`config.mk`:
```
export PLATFORM = sky130hd
export DESIGN_NAME = pd_control_message_responder
export DESIGN_NICKNAME = d
export VERILOG_FILES = /design/src/pd_ctl_pkg.sv /design/src/pd_control_message_responder.sv
export VERILOG_INCLUDE_DIRS = /design/src
export SDC_FILE = /design/constraint.sdc
export NUM_CORES = 1
export LEC_CHECK = 0
export ABC_AREA = 1
export ABC_CLOCK_PERIOD_IN_PS = 4700
export BUFFER_PORTS_ARGS = -buffer_cell sky130_fd_sc_hd__buf_2
export CAP_MARGIN = 20
export CORE_AREA = 3 3 119 121
export DETAILED_ROUTE_END_ITERATION = 7
export DIE_AREA = 0 0 122 124
export PLACE_DENSITY_LB_ADDON = 0.25
export SETUP_SLACK_MARGIN = 0.15
export SLEW_MARGIN = 0
export SYNTH_ARGS = -nofsm -noshare
export SYNTH_HDL_FRONTEND = slang
export SYNTH_SLANG_ARGS = --single-unit
export TNS_END_PERCENT = 10
```
`constraint.sdc`:
```
create_clock -name sys_clk -period 4.7 [get_ports sys_clk]
set_input_delay 0.235 -clock sys_clk [delete_from_list [all_inputs] [get_ports sys_clk]]
set_output_delay 0.235 -clock sys_clk [all_outputs]
set_load 0.01 [all_outputs]
```
`src/pd_ctl_regs.svh`:
```
`ifndef PD_CTL_REGS_SVH
`define PD_CTL_REGS_SVH
`define MT_GOODCRC 4'h1
`define MT_GOTOMIN 4'h2
`define MT_ACCEPT 4'h3
`define MT_REJECT 4'h4
`define MT_PING 4'h5
`define MT_PSRDY 4'h6
`define MT_GETSRC 4'h7
`define MT_GETSNK 4'h8
`define MT_DRSWAP 4'h9
`define MT_PRSWAP 4'hA
`define MT_VCSWAP 4'hB
`define MT_WAIT 4'hC
`define MT_SOFTRST 4'hD
`define DT_REQUEST 4'h2
`define ROLE_UFP 1'b0
`define ROLE_DFP 1'b1
`define T_TRANSMIT_NS 195000
`define T_RESPONSE_NS 15000000
`define T_ACTIVITY_NS 50000000
`define T_SNKPWR_NS 15000000
`define CLK_NS 10
`endif

```
`src/pd_ctl_pkg.sv`:
```
`default_nettype none
package pd_ctl_pkg;
  typedef logic [3:0] msg_type_t;
  typedef logic [2:0] msg_id_t;
  typedef enum logic [1:0] {ST_IDLE, ST_SEND} tx_state_t;
endpackage : pd_ctl_pkg
`default_nettype wire

```
`src/pd_control_message_responder.sv`:
```
`timescale 1ns/1ps
`default_nettype none
`include "pd_ctl_regs.svh"
module pd_control_message_responder #(
  parameter int TX_CYC = `T_TRANSMIT_NS / `CLK_NS,
  parameter int RESP_CYC = `T_RESPONSE_NS / `CLK_NS,
  parameter int ACT_CYC = `T_ACTIVITY_NS / `CLK_NS,
  parameter int SNK_CYC = `T_SNKPWR_NS / `CLK_NS
) (
  input wire logic sys_clk, // 100 MHz
  input wire logic rstn, // sync, active low
  input wire logic hard_reset, // hard reset seen
  input wire logic init_source, // power role strap
  input wire logic init_dfp, // data role strap
  input wire logic rx_valid, // received message, pulse
  input wire logic rx_crc_ok, // its crc checked good
  input wire pd_ctl_pkg::msg_type_t rx_type, // type field
  input wire logic [2:0] rx_ndo, // data object count
  input wire pd_ctl_pkg::msg_id_t rx_id, // message id
  input wire logic bist_mode, // test stream running
  input wire logic tx_done, // transmit finished, pulse
  input wire logic dual_role, // dual role capable
  input wire logic pd_mode, // in power delivery mode
  input wire logic contract, // explicit contract held
  input wire logic at_safe5v, // sourcing safe 5 V
  input wire logic in_ready, // source/sink ready state
  input wire logic req_ok, // policy can meet request
  input wire logic req_giveback, // request give-back flag
  input wire logic harvest, // meet give-back request by GotoMin
  input wire logic swap_ok, // policy agrees to swaps
  input wire logic swap_wait, // policy defers swaps
  input wire logic supply_done, // supply settled, pulse
  input wire logic prs_done, // power swap done, pulse
  input wire logic giveback_done, // borrowed power back
  output logic tx_valid, // transmit request
  output pd_ctl_pkg::msg_type_t tx_type, // type to send
  output pd_ctl_pkg::msg_id_t tx_id, // id to send
  output logic tx_drole, // header data role bit
  output logic tx_prole, // header power role bit
  output logic cc_pullup, // 1 pull-up, 0 pull-down
  output logic usb_reattach, // reattach pulse
  output logic mode_exit, // exit alt modes pulse
  output logic retry_clr, // clear retry count pulse
  output logic caps_clr, // clear caps count pulse
  output logic src_caps_req, // send source caps pulse
  output logic snk_caps_req, // send sink caps pulse
  output logic ack_late, // ack deadline missed
  output logic resp_late, // reply deadline missed
  output logic alloc_ok, // new power may be given
  output logic snk_settled // sink new power time up
);
  import pd_ctl_pkg::*;

  if (TX_CYC < 1 || RESP_CYC < 1 || ACT_CYC < 1 || SNK_CYC < 1) begin : g_bad_cyc
    $error("timer counts must be at least one cycle");
  end

  // ----------------------------------------
  // receive decode
  // ----------------------------------------
  function automatic logic is_ctl(input logic [2:0] ndo, input msg_type_t t, input msg_type_t c);
    is_ctl = (ndo == 3'h0) && (t == c);
  endfunction : is_ctl

  wire logic rx_good = rx_valid && rx_crc_ok;
  wire logic rx_new = rx_good && !bist_mode;
  wire logic rx_gcrc = rx_new && is_ctl(rx_ndo, rx_type, `MT_GOODCRC);
  wire logic rx_req = rx_new && (rx_ndo != 3'h0) && (rx_type == `DT_REQUEST);
  wire logic rx_gsrc = rx_new && is_ctl(rx_ndo, rx_type, `MT_GETSRC);
  wire logic rx_gsnk = rx_new && is_ctl(rx_ndo, rx_type, `MT_GETSNK);
  wire logic rx_dr = rx_new && is_ctl(rx_ndo, rx_type, `MT_DRSWAP);
  wire logic rx_pr = rx_new && is_ctl(rx_ndo, rx_type, `MT_PRSWAP);
  wire logic rx_vc = rx_new && is_ctl(rx_ndo, rx_type, `MT_VCSWAP);
  wire logic rx_srst = rx_new && is_ctl(rx_ndo, rx_type, `MT_SOFTRST);

  // ----------------------------------------
  // state
  // ----------------------------------------
  tx_state_t st_q, st_d;
  logic ack_pend_q, rep_pend_q, psr_pend_q, ping_pend_q;
  msg_id_t ack_id_q, msgid_q;
  msg_type_t rep_type_q;
  logic prole_q, drole_q;
  logic dr_acc_q, pr_acc_q, gm_sent_q, borrowed_q;
  logic [31:0] ack_cnt_q, resp_cnt_q, act_cnt_q, snk_cnt_q;
  logic snk_run_q;

  // reply choice; reserved codes and pings leave it empty
  wire logic swap_take = swap_ok && in_ready;
  wire msg_type_t swap_ans = swap_take ? `MT_ACCEPT : (swap_wait ? `MT_WAIT : `MT_REJECT);
  wire logic gm_ok = harvest && req_giveback;
  wire msg_type_t req_ans = !req_ok ? `MT_REJECT : (gm_ok ? `MT_GOTOMIN : `MT_ACCEPT);
  wire logic rep_new = (rx_req && prole_q) || rx_dr || rx_pr || rx_vc || rx_srst
                       || (rx_gsrc && !prole_q && !dual_role)
                       || (rx_gsnk && prole_q && !dual_role);
  wire msg_type_t rep_sel = rx_req ? req_ans
                          : (rx_dr || rx_pr) ? swap_ans
                          : rx_srst ? `MT_ACCEPT
                          : `MT_REJECT;

  // ping gating
  wire logic ping_allow = prole_q && contract && pd_mode && !(at_safe5v && in_ready);
  wire logic act_hit = act_cnt_q >= (ACT_CYC - 1);

  // transmit selection: ack first, then reply, PS_RDY, ping
  wire logic sel_ack = ack_pend_q;
  wire logic sel_rep = !ack_pend_q && rep_pend_q;
  wire logic sel_psr = !ack_pend_q && !rep_pend_q && psr_pend_q;
  wire logic sel_ping = !ack_pend_q && !rep_pend_q && !psr_pend_q && ping_pend_q;
  wire logic sel_any = sel_ack || sel_rep || sel_psr || sel_ping;
  wire logic start = (st_q == ST_IDLE) && sel_any;
  wire msg_type_t sel_type = sel_ack ? `MT_GOODCRC
                           : sel_rep ? rep_type_q
                           : sel_psr ? `MT_PSRDY
                           : `MT_PING;
  wire logic sent = (st_q == ST_SEND) && tx_done;
  wire logic sent_acc = sent && (tx_type == `MT_ACCEPT);
  wire logic dr_flip = sent_acc && dr_acc_q;
  wire logic pr_flip = prs_done && pr_acc_q;
  wire logic id_clr = rx_srst || hard_reset || pr_flip;
  wire logic id_inc = rx_gcrc && (rx_id == msgid_q);

  always_comb begin
    st_d = st_q;
    case (st_q)
      ST_IDLE: begin
        if (sel_any) begin
          st_d = ST_SEND;
        end
      end
      ST_SEND: begin
        if (tx_done) begin
          st_d = ST_IDLE;
        end
      end
      default: begin
        st_d = ST_IDLE;
      end
    endcase
  end

  // ----------------------------------------
  // transmit and pending flags
  // ----------------------------------------
  always_ff @(posedge sys_clk) begin
    if (!rstn) begin
      st_q <= ST_IDLE;
      tx_valid <= 1'b0;
      tx_type <= 4'h0;
      tx_id <= 3'h0;
    end else begin
      st_q <= st_d;
      tx_valid <= start || (tx_valid && !tx_done);
      if (start) begin
        tx_type <= sel_type;
        tx_id <= sel_ack ? ack_id_q : msgid_q;
      end
    end
  end

  always_ff @(posedge sys_clk) begin
    if (!rstn) begin
      ack_pend_q <= 1'b0;
      ack_id_q <= 3'h0;
      rep_pend_q <= 1'b0;
      rep_type_q <= 4'h0;
      psr_pend_q <= 1'b0;
      ping_pend_q <= 1'b0;
    end else begin
      // new arrival wins over a clear in the same cycle
      ack_pend_q <= rx_new || (ack_pend_q && !(start && sel_ack));
      if (rx_new) begin
        ack_id_q <= rx_id;
      end
      rep_pend_q <= rep_new || (rep_pend_q && !(start && sel_rep));
      if (rep_new) begin
        rep_type_q <= rep_sel;
      end
      psr_pend_q <= supply_done || (psr_pend_q && !(start && sel_psr));
      ping_pend_q <= ping_allow && ((act_hit && !ping_pend_q) || (ping_pend_q && !(start && sel_ping)));
    end
  end

  // ----------------------------------------
  // message id, roles, swaps
  // ----------------------------------------
  always_ff @(posedge sys_clk) begin
    if (!rstn) begin
      msgid_q <= 3'h0;
    end else if (id_clr) begin
      msgid_q <= 3'h0;
    end else if (id_inc) begin
      msgid_q <= 3'(msgid_q + 3'h1);
    end
  end

  always_ff @(posedge sys_clk) begin
    if (!rstn) begin
      prole_q <= init_source;
      drole_q <= init_dfp;
      dr_acc_q <= 1'b0;
      pr_acc_q <= 1'b0;
    end else begin
      if (dr_flip) begin
        drole_q <= ~drole_q;
      end
      if (pr_flip) begin
        prole_q <= ~prole_q;
      end
      if (rep_new) begin
        dr_acc_q <= rx_dr && swap_take;
      end else if (dr_flip) begin
        dr_acc_q <= 1'b0;
      end
      if (rep_new && rx_pr) begin
        pr_acc_q <= swap_take;
      end else if (pr_flip || hard_reset) begin
        pr_acc_q <= 1'b0;
      end
    end
  end

  // ----------------------------------------
  // outputs of swaps and queries
  // ----------------------------------------
  always_ff @(posedge sys_clk) begin
    if (!rstn) begin
      tx_drole <= `ROLE_UFP;
      tx_prole <= 1'b0;
      cc_pullup <= 1'b0;
      usb_reattach <= 1'b0;
      mode_exit <= 1'b0;
      retry_clr <= 1'b0;
      caps_clr <= 1'b0;
      src_caps_req <= 1'b0;
      snk_caps_req <= 1'b0;
    end else begin
      tx_drole <= drole_q;
      tx_prole <= prole_q;
      cc_pullup <= prole_q;
      usb_reattach <= dr_flip;
      mode_exit <= dr_flip;
      retry_clr <= pr_flip || rx_srst;
      caps_clr <= pr_flip && !prole_q;
      src_caps_req <= rx_gsrc && (prole_q || dual_role);
      snk_caps_req <= rx_gsnk && (!prole_q || dual_role);
    end
  end

  // ----------------------------------------
  // timers
  // ----------------------------------------
  always_ff @(posedge sys_clk) begin
    if (!rstn) begin
      ack_cnt_q <= 32'h0000_0000;
      resp_cnt_q <= 32'h0000_0000;
      act_cnt_q <= 32'h0000_0000;
      ack_late <= 1'b0;
      resp_late <= 1'b0;
    end else begin
      ack_cnt_q <= (rx_new || !ack_pend_q) ? 32'h0000_0000 : ack_cnt_q + 32'h0000_0001;
      ack_late <= ack_pend_q && !start && (ack_cnt_q >= 32'(TX_CYC - 1));
      resp_cnt_q <= (rep_new || !rep_pend_q) ? 32'h0000_0000 : resp_cnt_q + 32'h0000_0001;
      resp_late <= rep_pend_q && (resp_cnt_q >= 32'(RESP_CYC - 1));
      act_cnt_q <= (rx_valid || tx_valid || act_hit) ? 32'h0000_0000 : act_cnt_q + 32'h0000_0001;
    end
  end

  // ----------------------------------------
  // power harvesting
  // ----------------------------------------
  always_ff @(posedge sys_clk) begin
    if (!rstn) begin
      gm_sent_q <= 1'b0;
      borrowed_q <= 1'b0;
      snk_run_q <= 1'b0;
      snk_cnt_q <= 32'h0000_0000;
      alloc_ok <= 1'b0;
      snk_settled <= 1'b0;
    end else begin
      gm_sent_q <= sent && (tx_type == `MT_GOTOMIN);
      borrowed_q <= gm_sent_q || (borrowed_q && !giveback_done);
      alloc_ok <= !borrowed_q && !gm_sent_q;
      snk_run_q <= gm_sent_q || (snk_run_q && snk_cnt_q < 32'(SNK_CYC - 1));
      snk_cnt_q <= snk_run_q ? snk_cnt_q + 32'h0000_0001 : 32'h0000_0000;
      snk_settled <= snk_run_q && (snk_cnt_q == 32'(SNK_CYC - 1));
    end
  end

  // ----------------------------------------
  // checks
  // ----------------------------------------
  localparam int ACK_MAX = 4;

  property p_no_bad_ack;
    @(posedge sys_clk) disable iff (!rstn)
      (rx_valid && !rx_crc_ok && !ack_pend_q && st_q == ST_IDLE) |=> !ack_pend_q;
  endproperty
  a_no_bad_ack: assert property (p_no_bad_ack) else $error("ack queued for bad crc");

  property p_ack_id;
    @(posedge sys_clk) disable iff (!rstn)
      (start && sel_ack) |=> (tx_type == `MT_GOODCRC && tx_id == $past(ack_id_q));
  endproperty
  a_ack_id: assert property (p_ack_id) else $error("ack id mismatch");

  property p_ack_quick;
    @(posedge sys_clk) disable iff (!rstn)
      (rx_new && st_q == ST_IDLE && !sel_any) |=> ##[0:ACK_MAX] (tx_valid && tx_type == `MT_GOODCRC);
  endproperty
  a_ack_quick: assert property (p_ack_quick) else $error("ack not started in time");

  property p_bist_quiet;
    @(posedge sys_clk) disable iff (!rstn)
      (bist_mode && rx_valid && !ack_pend_q && st_q == ST_IDLE) |=> !ack_pend_q;
  endproperty
  a_bist_quiet: assert property (p_bist_quiet) else $error("ack during test stream");

  property p_gm_giveback;
    @(posedge sys_clk) disable iff (!rstn)
      (rep_new && rep_sel == `MT_GOTOMIN) |-> (req_giveback && harvest);
  endproperty
  a_gm_giveback: assert property (p_gm_giveback) else $error("GotoMin without give-back");

  property p_ping_gate;
    @(posedge sys_clk) disable iff (!rstn)
      (!pd_mode || !contract) |=> !ping_pend_q;
  endproperty
  a_ping_gate: assert property (p_ping_gate) else $error("ping outside allowed mode");

  property p_dr_flip;
    @(posedge sys_clk) disable iff (!rstn)
      dr_flip |=> (drole_q != $past(drole_q) && usb_reattach && mode_exit) ##1 (tx_drole == drole_q);
  endproperty
  a_dr_flip: assert property (p_dr_flip) else $error("data role not inverted");

  property p_cc_follow;
    @(posedge sys_clk) disable iff (!rstn)
      pr_flip |=> ##1 (cc_pullup == prole_q && cc_pullup != $past(cc_pullup, 2));
  endproperty
  a_cc_follow: assert property (p_cc_follow) else $error("termination not swapped");

  property p_id_clear;
    @(posedge sys_clk) disable iff (!rstn)
      id_clr |=> (msgid_q == 3'h0);
  endproperty
  a_id_clear: assert property (p_id_clear) else $error("message id not cleared");

  property p_no_alloc;
    @(posedge sys_clk) disable iff (!rstn)
      borrowed_q |=> !alloc_ok;
  endproperty
  a_no_alloc: assert property (p_no_alloc) else $error("allocation while borrowed");
endmodule : pd_control_message_responder
`default_nettype wire

```
==> metrics.yaml <==
status: "finished, final reports clean"
stdcell_count: 1510
slew_headroom_pct: 39.61
layout-drive-gt1-share_pct: 9.970
r2r_start: "act_cnt_q[0]"
syn_avg_cell_area_um2: 6.792
power_frac_comb_pct: 3.0
grt_max_degree: 33
cts_tree: "built"
fmax_mhz: 460.0
root_buffer: "clkbuf_16"
cts.sinks: 169
firstDrtPassIters: 5
worst_hold_slack_ns: 0.03159
antenna_found_initial: 0
wl_met3_um: 1038
grt_usage_pct: 27.34
synth_top_area_share_pct: 39.13
core_um2: 13190
cp-start-kind: "register"
timing.rr.end: "act_cnt_q[21]"
die_w_um: 122
detail_route.drc_violations: 0
met1_length_um: 9167
power_leakage_uw: 0.003323
reg2reg_setup_slack_ns: 2.53
power_frac_seq_pct: 50.3
min_path_cells: 3
cts_htree_levels: 4
critical_path.endpoint_type: "register"
final_nets: 1358
ys_top_cells_by_count: "309 x nand2_1, 212 x nor2_1, 167 x dfxtp_1"
switching_share_pct: 22.82
async_flop_share_pct: 0
min_to: "psr_pend_q"
top_layer_used: "met4"
skew_ns: 0.01039
fillers: 1096
period_minus_slack_ns: 2.174
n_antenna_cell: 0
yosysTopAreaCell: "dfxtp_1"
criticalPathCategory: "register to register"
cts_max_path_buffers: 2
grt-ovfl-total: 0
fin_crit_sh_pct: 46.26
netlist_instances: 1258
synth_cell_type_count: 38
clk_pin_slew_worst_paths_ns: 0.07
yosysMostFrequentCell: "nand2_1"
drv_cap: 0
dpl.cell_count: 1478
drv_slew: 0
grt_pass1_wl_um: 33380
cp_max_fo: 23
multi_input_area_um2: 4496
p_int_uw: 2247
drt-vias-per-instance: 5.356
dieArea_um2: 15130
postCtsHoldBufs: 0
io_pins: 53
hold_violations: 0
arrival_ns: 2.46
ant_nets: 0
drt_iter0_markers: 691
start_util_pct: 64.78
max-vdd-ir-drop_v: 0.0002765
wl_per_cell_um: 13.43
post_cts_buffers: 0
die_h_um: 124
io_buffers: 52
synth_edf_count: 2
grt_pass1_vias: 7194
ys.flop_type: "dfxtp_1"
reg2reg_depth: 10
seq_area_um2: 3403
pwr-share-clk_pct: 46.7
synth.area.top_cells: "dfxtp_1 39%, nand2_1 14%, nor2_1 9.3%, inv_1 6.4%, nand3_1 4.6%"
clk_latency_ns: 0.43
rsz0062_at_grt: "false"
area_delta_synth_final_pct: 11.39
tightestPinTransition_ns: 0.9034
place_hpwl_um: 14750
fin_setup_tns_ns: 0
numCtsBuffers: 17
ctsResizeCount: 0
setup_viol: 0
hp-start: "supply_done"
yosys_warnings: 0
wl_met2_um: 9632
ys_seq_area_share_pct: 39.83
ys_ff_latch: 169
netlist_area_um2: 8544
p_sw_uw: 664.3
hold_class: "input port to register"
gp_congestion: 0.9595
wirelength_um: 20280
num_vias: 8088
cp.required_ns: 4.98
power_density_nw_per_um2: 305.9
row_count: 42
## worst max path at each step
stage | start | to | slack (ns) | cells after the start
after detailed placement | rstn | act_cnt_q[16] | 2.45 | 5
final | act_cnt_q[0] | act_cnt_q[21] | 2.53 | 10
after floorplan | resp_cnt_q[0] | resp_cnt_q[30] | 3.13 | 8
after global placement | rstn | act_cnt_q[22] | 2.57 | 5
after CTS | act_cnt_q[0] | act_cnt_q[21] | 2.52 | 10
after global routing | act_cnt_q[0] | act_cnt_q[21] | 2.26 | 10
## critical path, stage by stage, from the launching register on
cell and delay [ns]:
dfxtp_1 0.36, ha_1 0.20, nand2_1 0.12, nor2_4 0.17, nand2_1 0.11, nand3_1 0.08
nand2_1 0.05, nand2_1 0.06, nand2_1 0.06, nand3_1 0.69, nor2_1 0.12
## cells in the final DEF (no fill, tap or decap), types with 28 or more instances in the layout
cell type    n
o21ai_0     35
nand2_1    309
nor2_1     212
nand3_1     79
nor3_1      54
dfxtp_1    167
xor2_1      30
nand4_1     28
a21oi_1     59
inv_1      146
buf_2       52
## final cells by class
| class | instances | share of cell area (%) |
|---|---|---|
| well taps | 176 | 2.314 |
| inverters | 149 | 5.876 |
| clock buffers | 20 | 4.798 |
| multi-input cells | 931 | 47.23 |
| repair buffers | 53 | 2.813 |
| clock inverters | 12 | 1.209 |
| flip-flops and latches | 169 | 35.76 |
## flip-flops by register name (all words and copies together) (netlist names), 3 cells and up
name and cells:
resp_cnt_q 32, tx_type 4, ack_cnt_q 32, ack_id_q 3
act_cnt_q 32, msgid_q 3, snk_cnt_q 32, rep_type_q 4
tx_id 3
## power groups by stage
stage	combinational (uW)	sequential, uW	clock, uW
floorplan	46.2	1500	0
finish	86.7	1460	1360
detailed placement	85.4	1500	0
global placement	83.6	1500	0
CTS	86.6	1460	1370
global route	98.1	1460	1440
## kinds of logic after synthesis
kind of cell | after synthesis | share of synthesized area (%)
AO/OA/AOI/OAI | 126 | 8.434
XOR/XNOR | 45 | 4.613
adder cells (fa/ha/maj) | 5 | 0.7322
buffers and inverters | 166 | 7.907
flip-flops | 169 | 39.83
other | 1 | 0.04389
AND/OR/NAND/NOR | 746 | 38.44
## per-stage QoR
step | cell area, um^2 | util (%) | worst slack, ns | total power [uW]
4_1_cts | 9518 | 72.16 | 2.525 | 2922
3_5_place_dp | 8946 | 67.82 | 2.445 | 1581
6_report | 9518 | 72.16 | 2.526 | 2911
2_1_floorplan | 8574 | - | 3.134 | 1542
5_1_grt | 9518 | 72.16 | 2.261 | 3002
3_3_place_gp | 8946 | 67.82 | 2.569 | 1579
## metal layers
metal,global-route usage [%],up-vias
met5,0,-
li1,-,4170
met3,5.223,45
met1,36.45,3639
met2,45.34,234
met4,8.053,0
No activity file was read; power rests on OpenSTA's default activity.
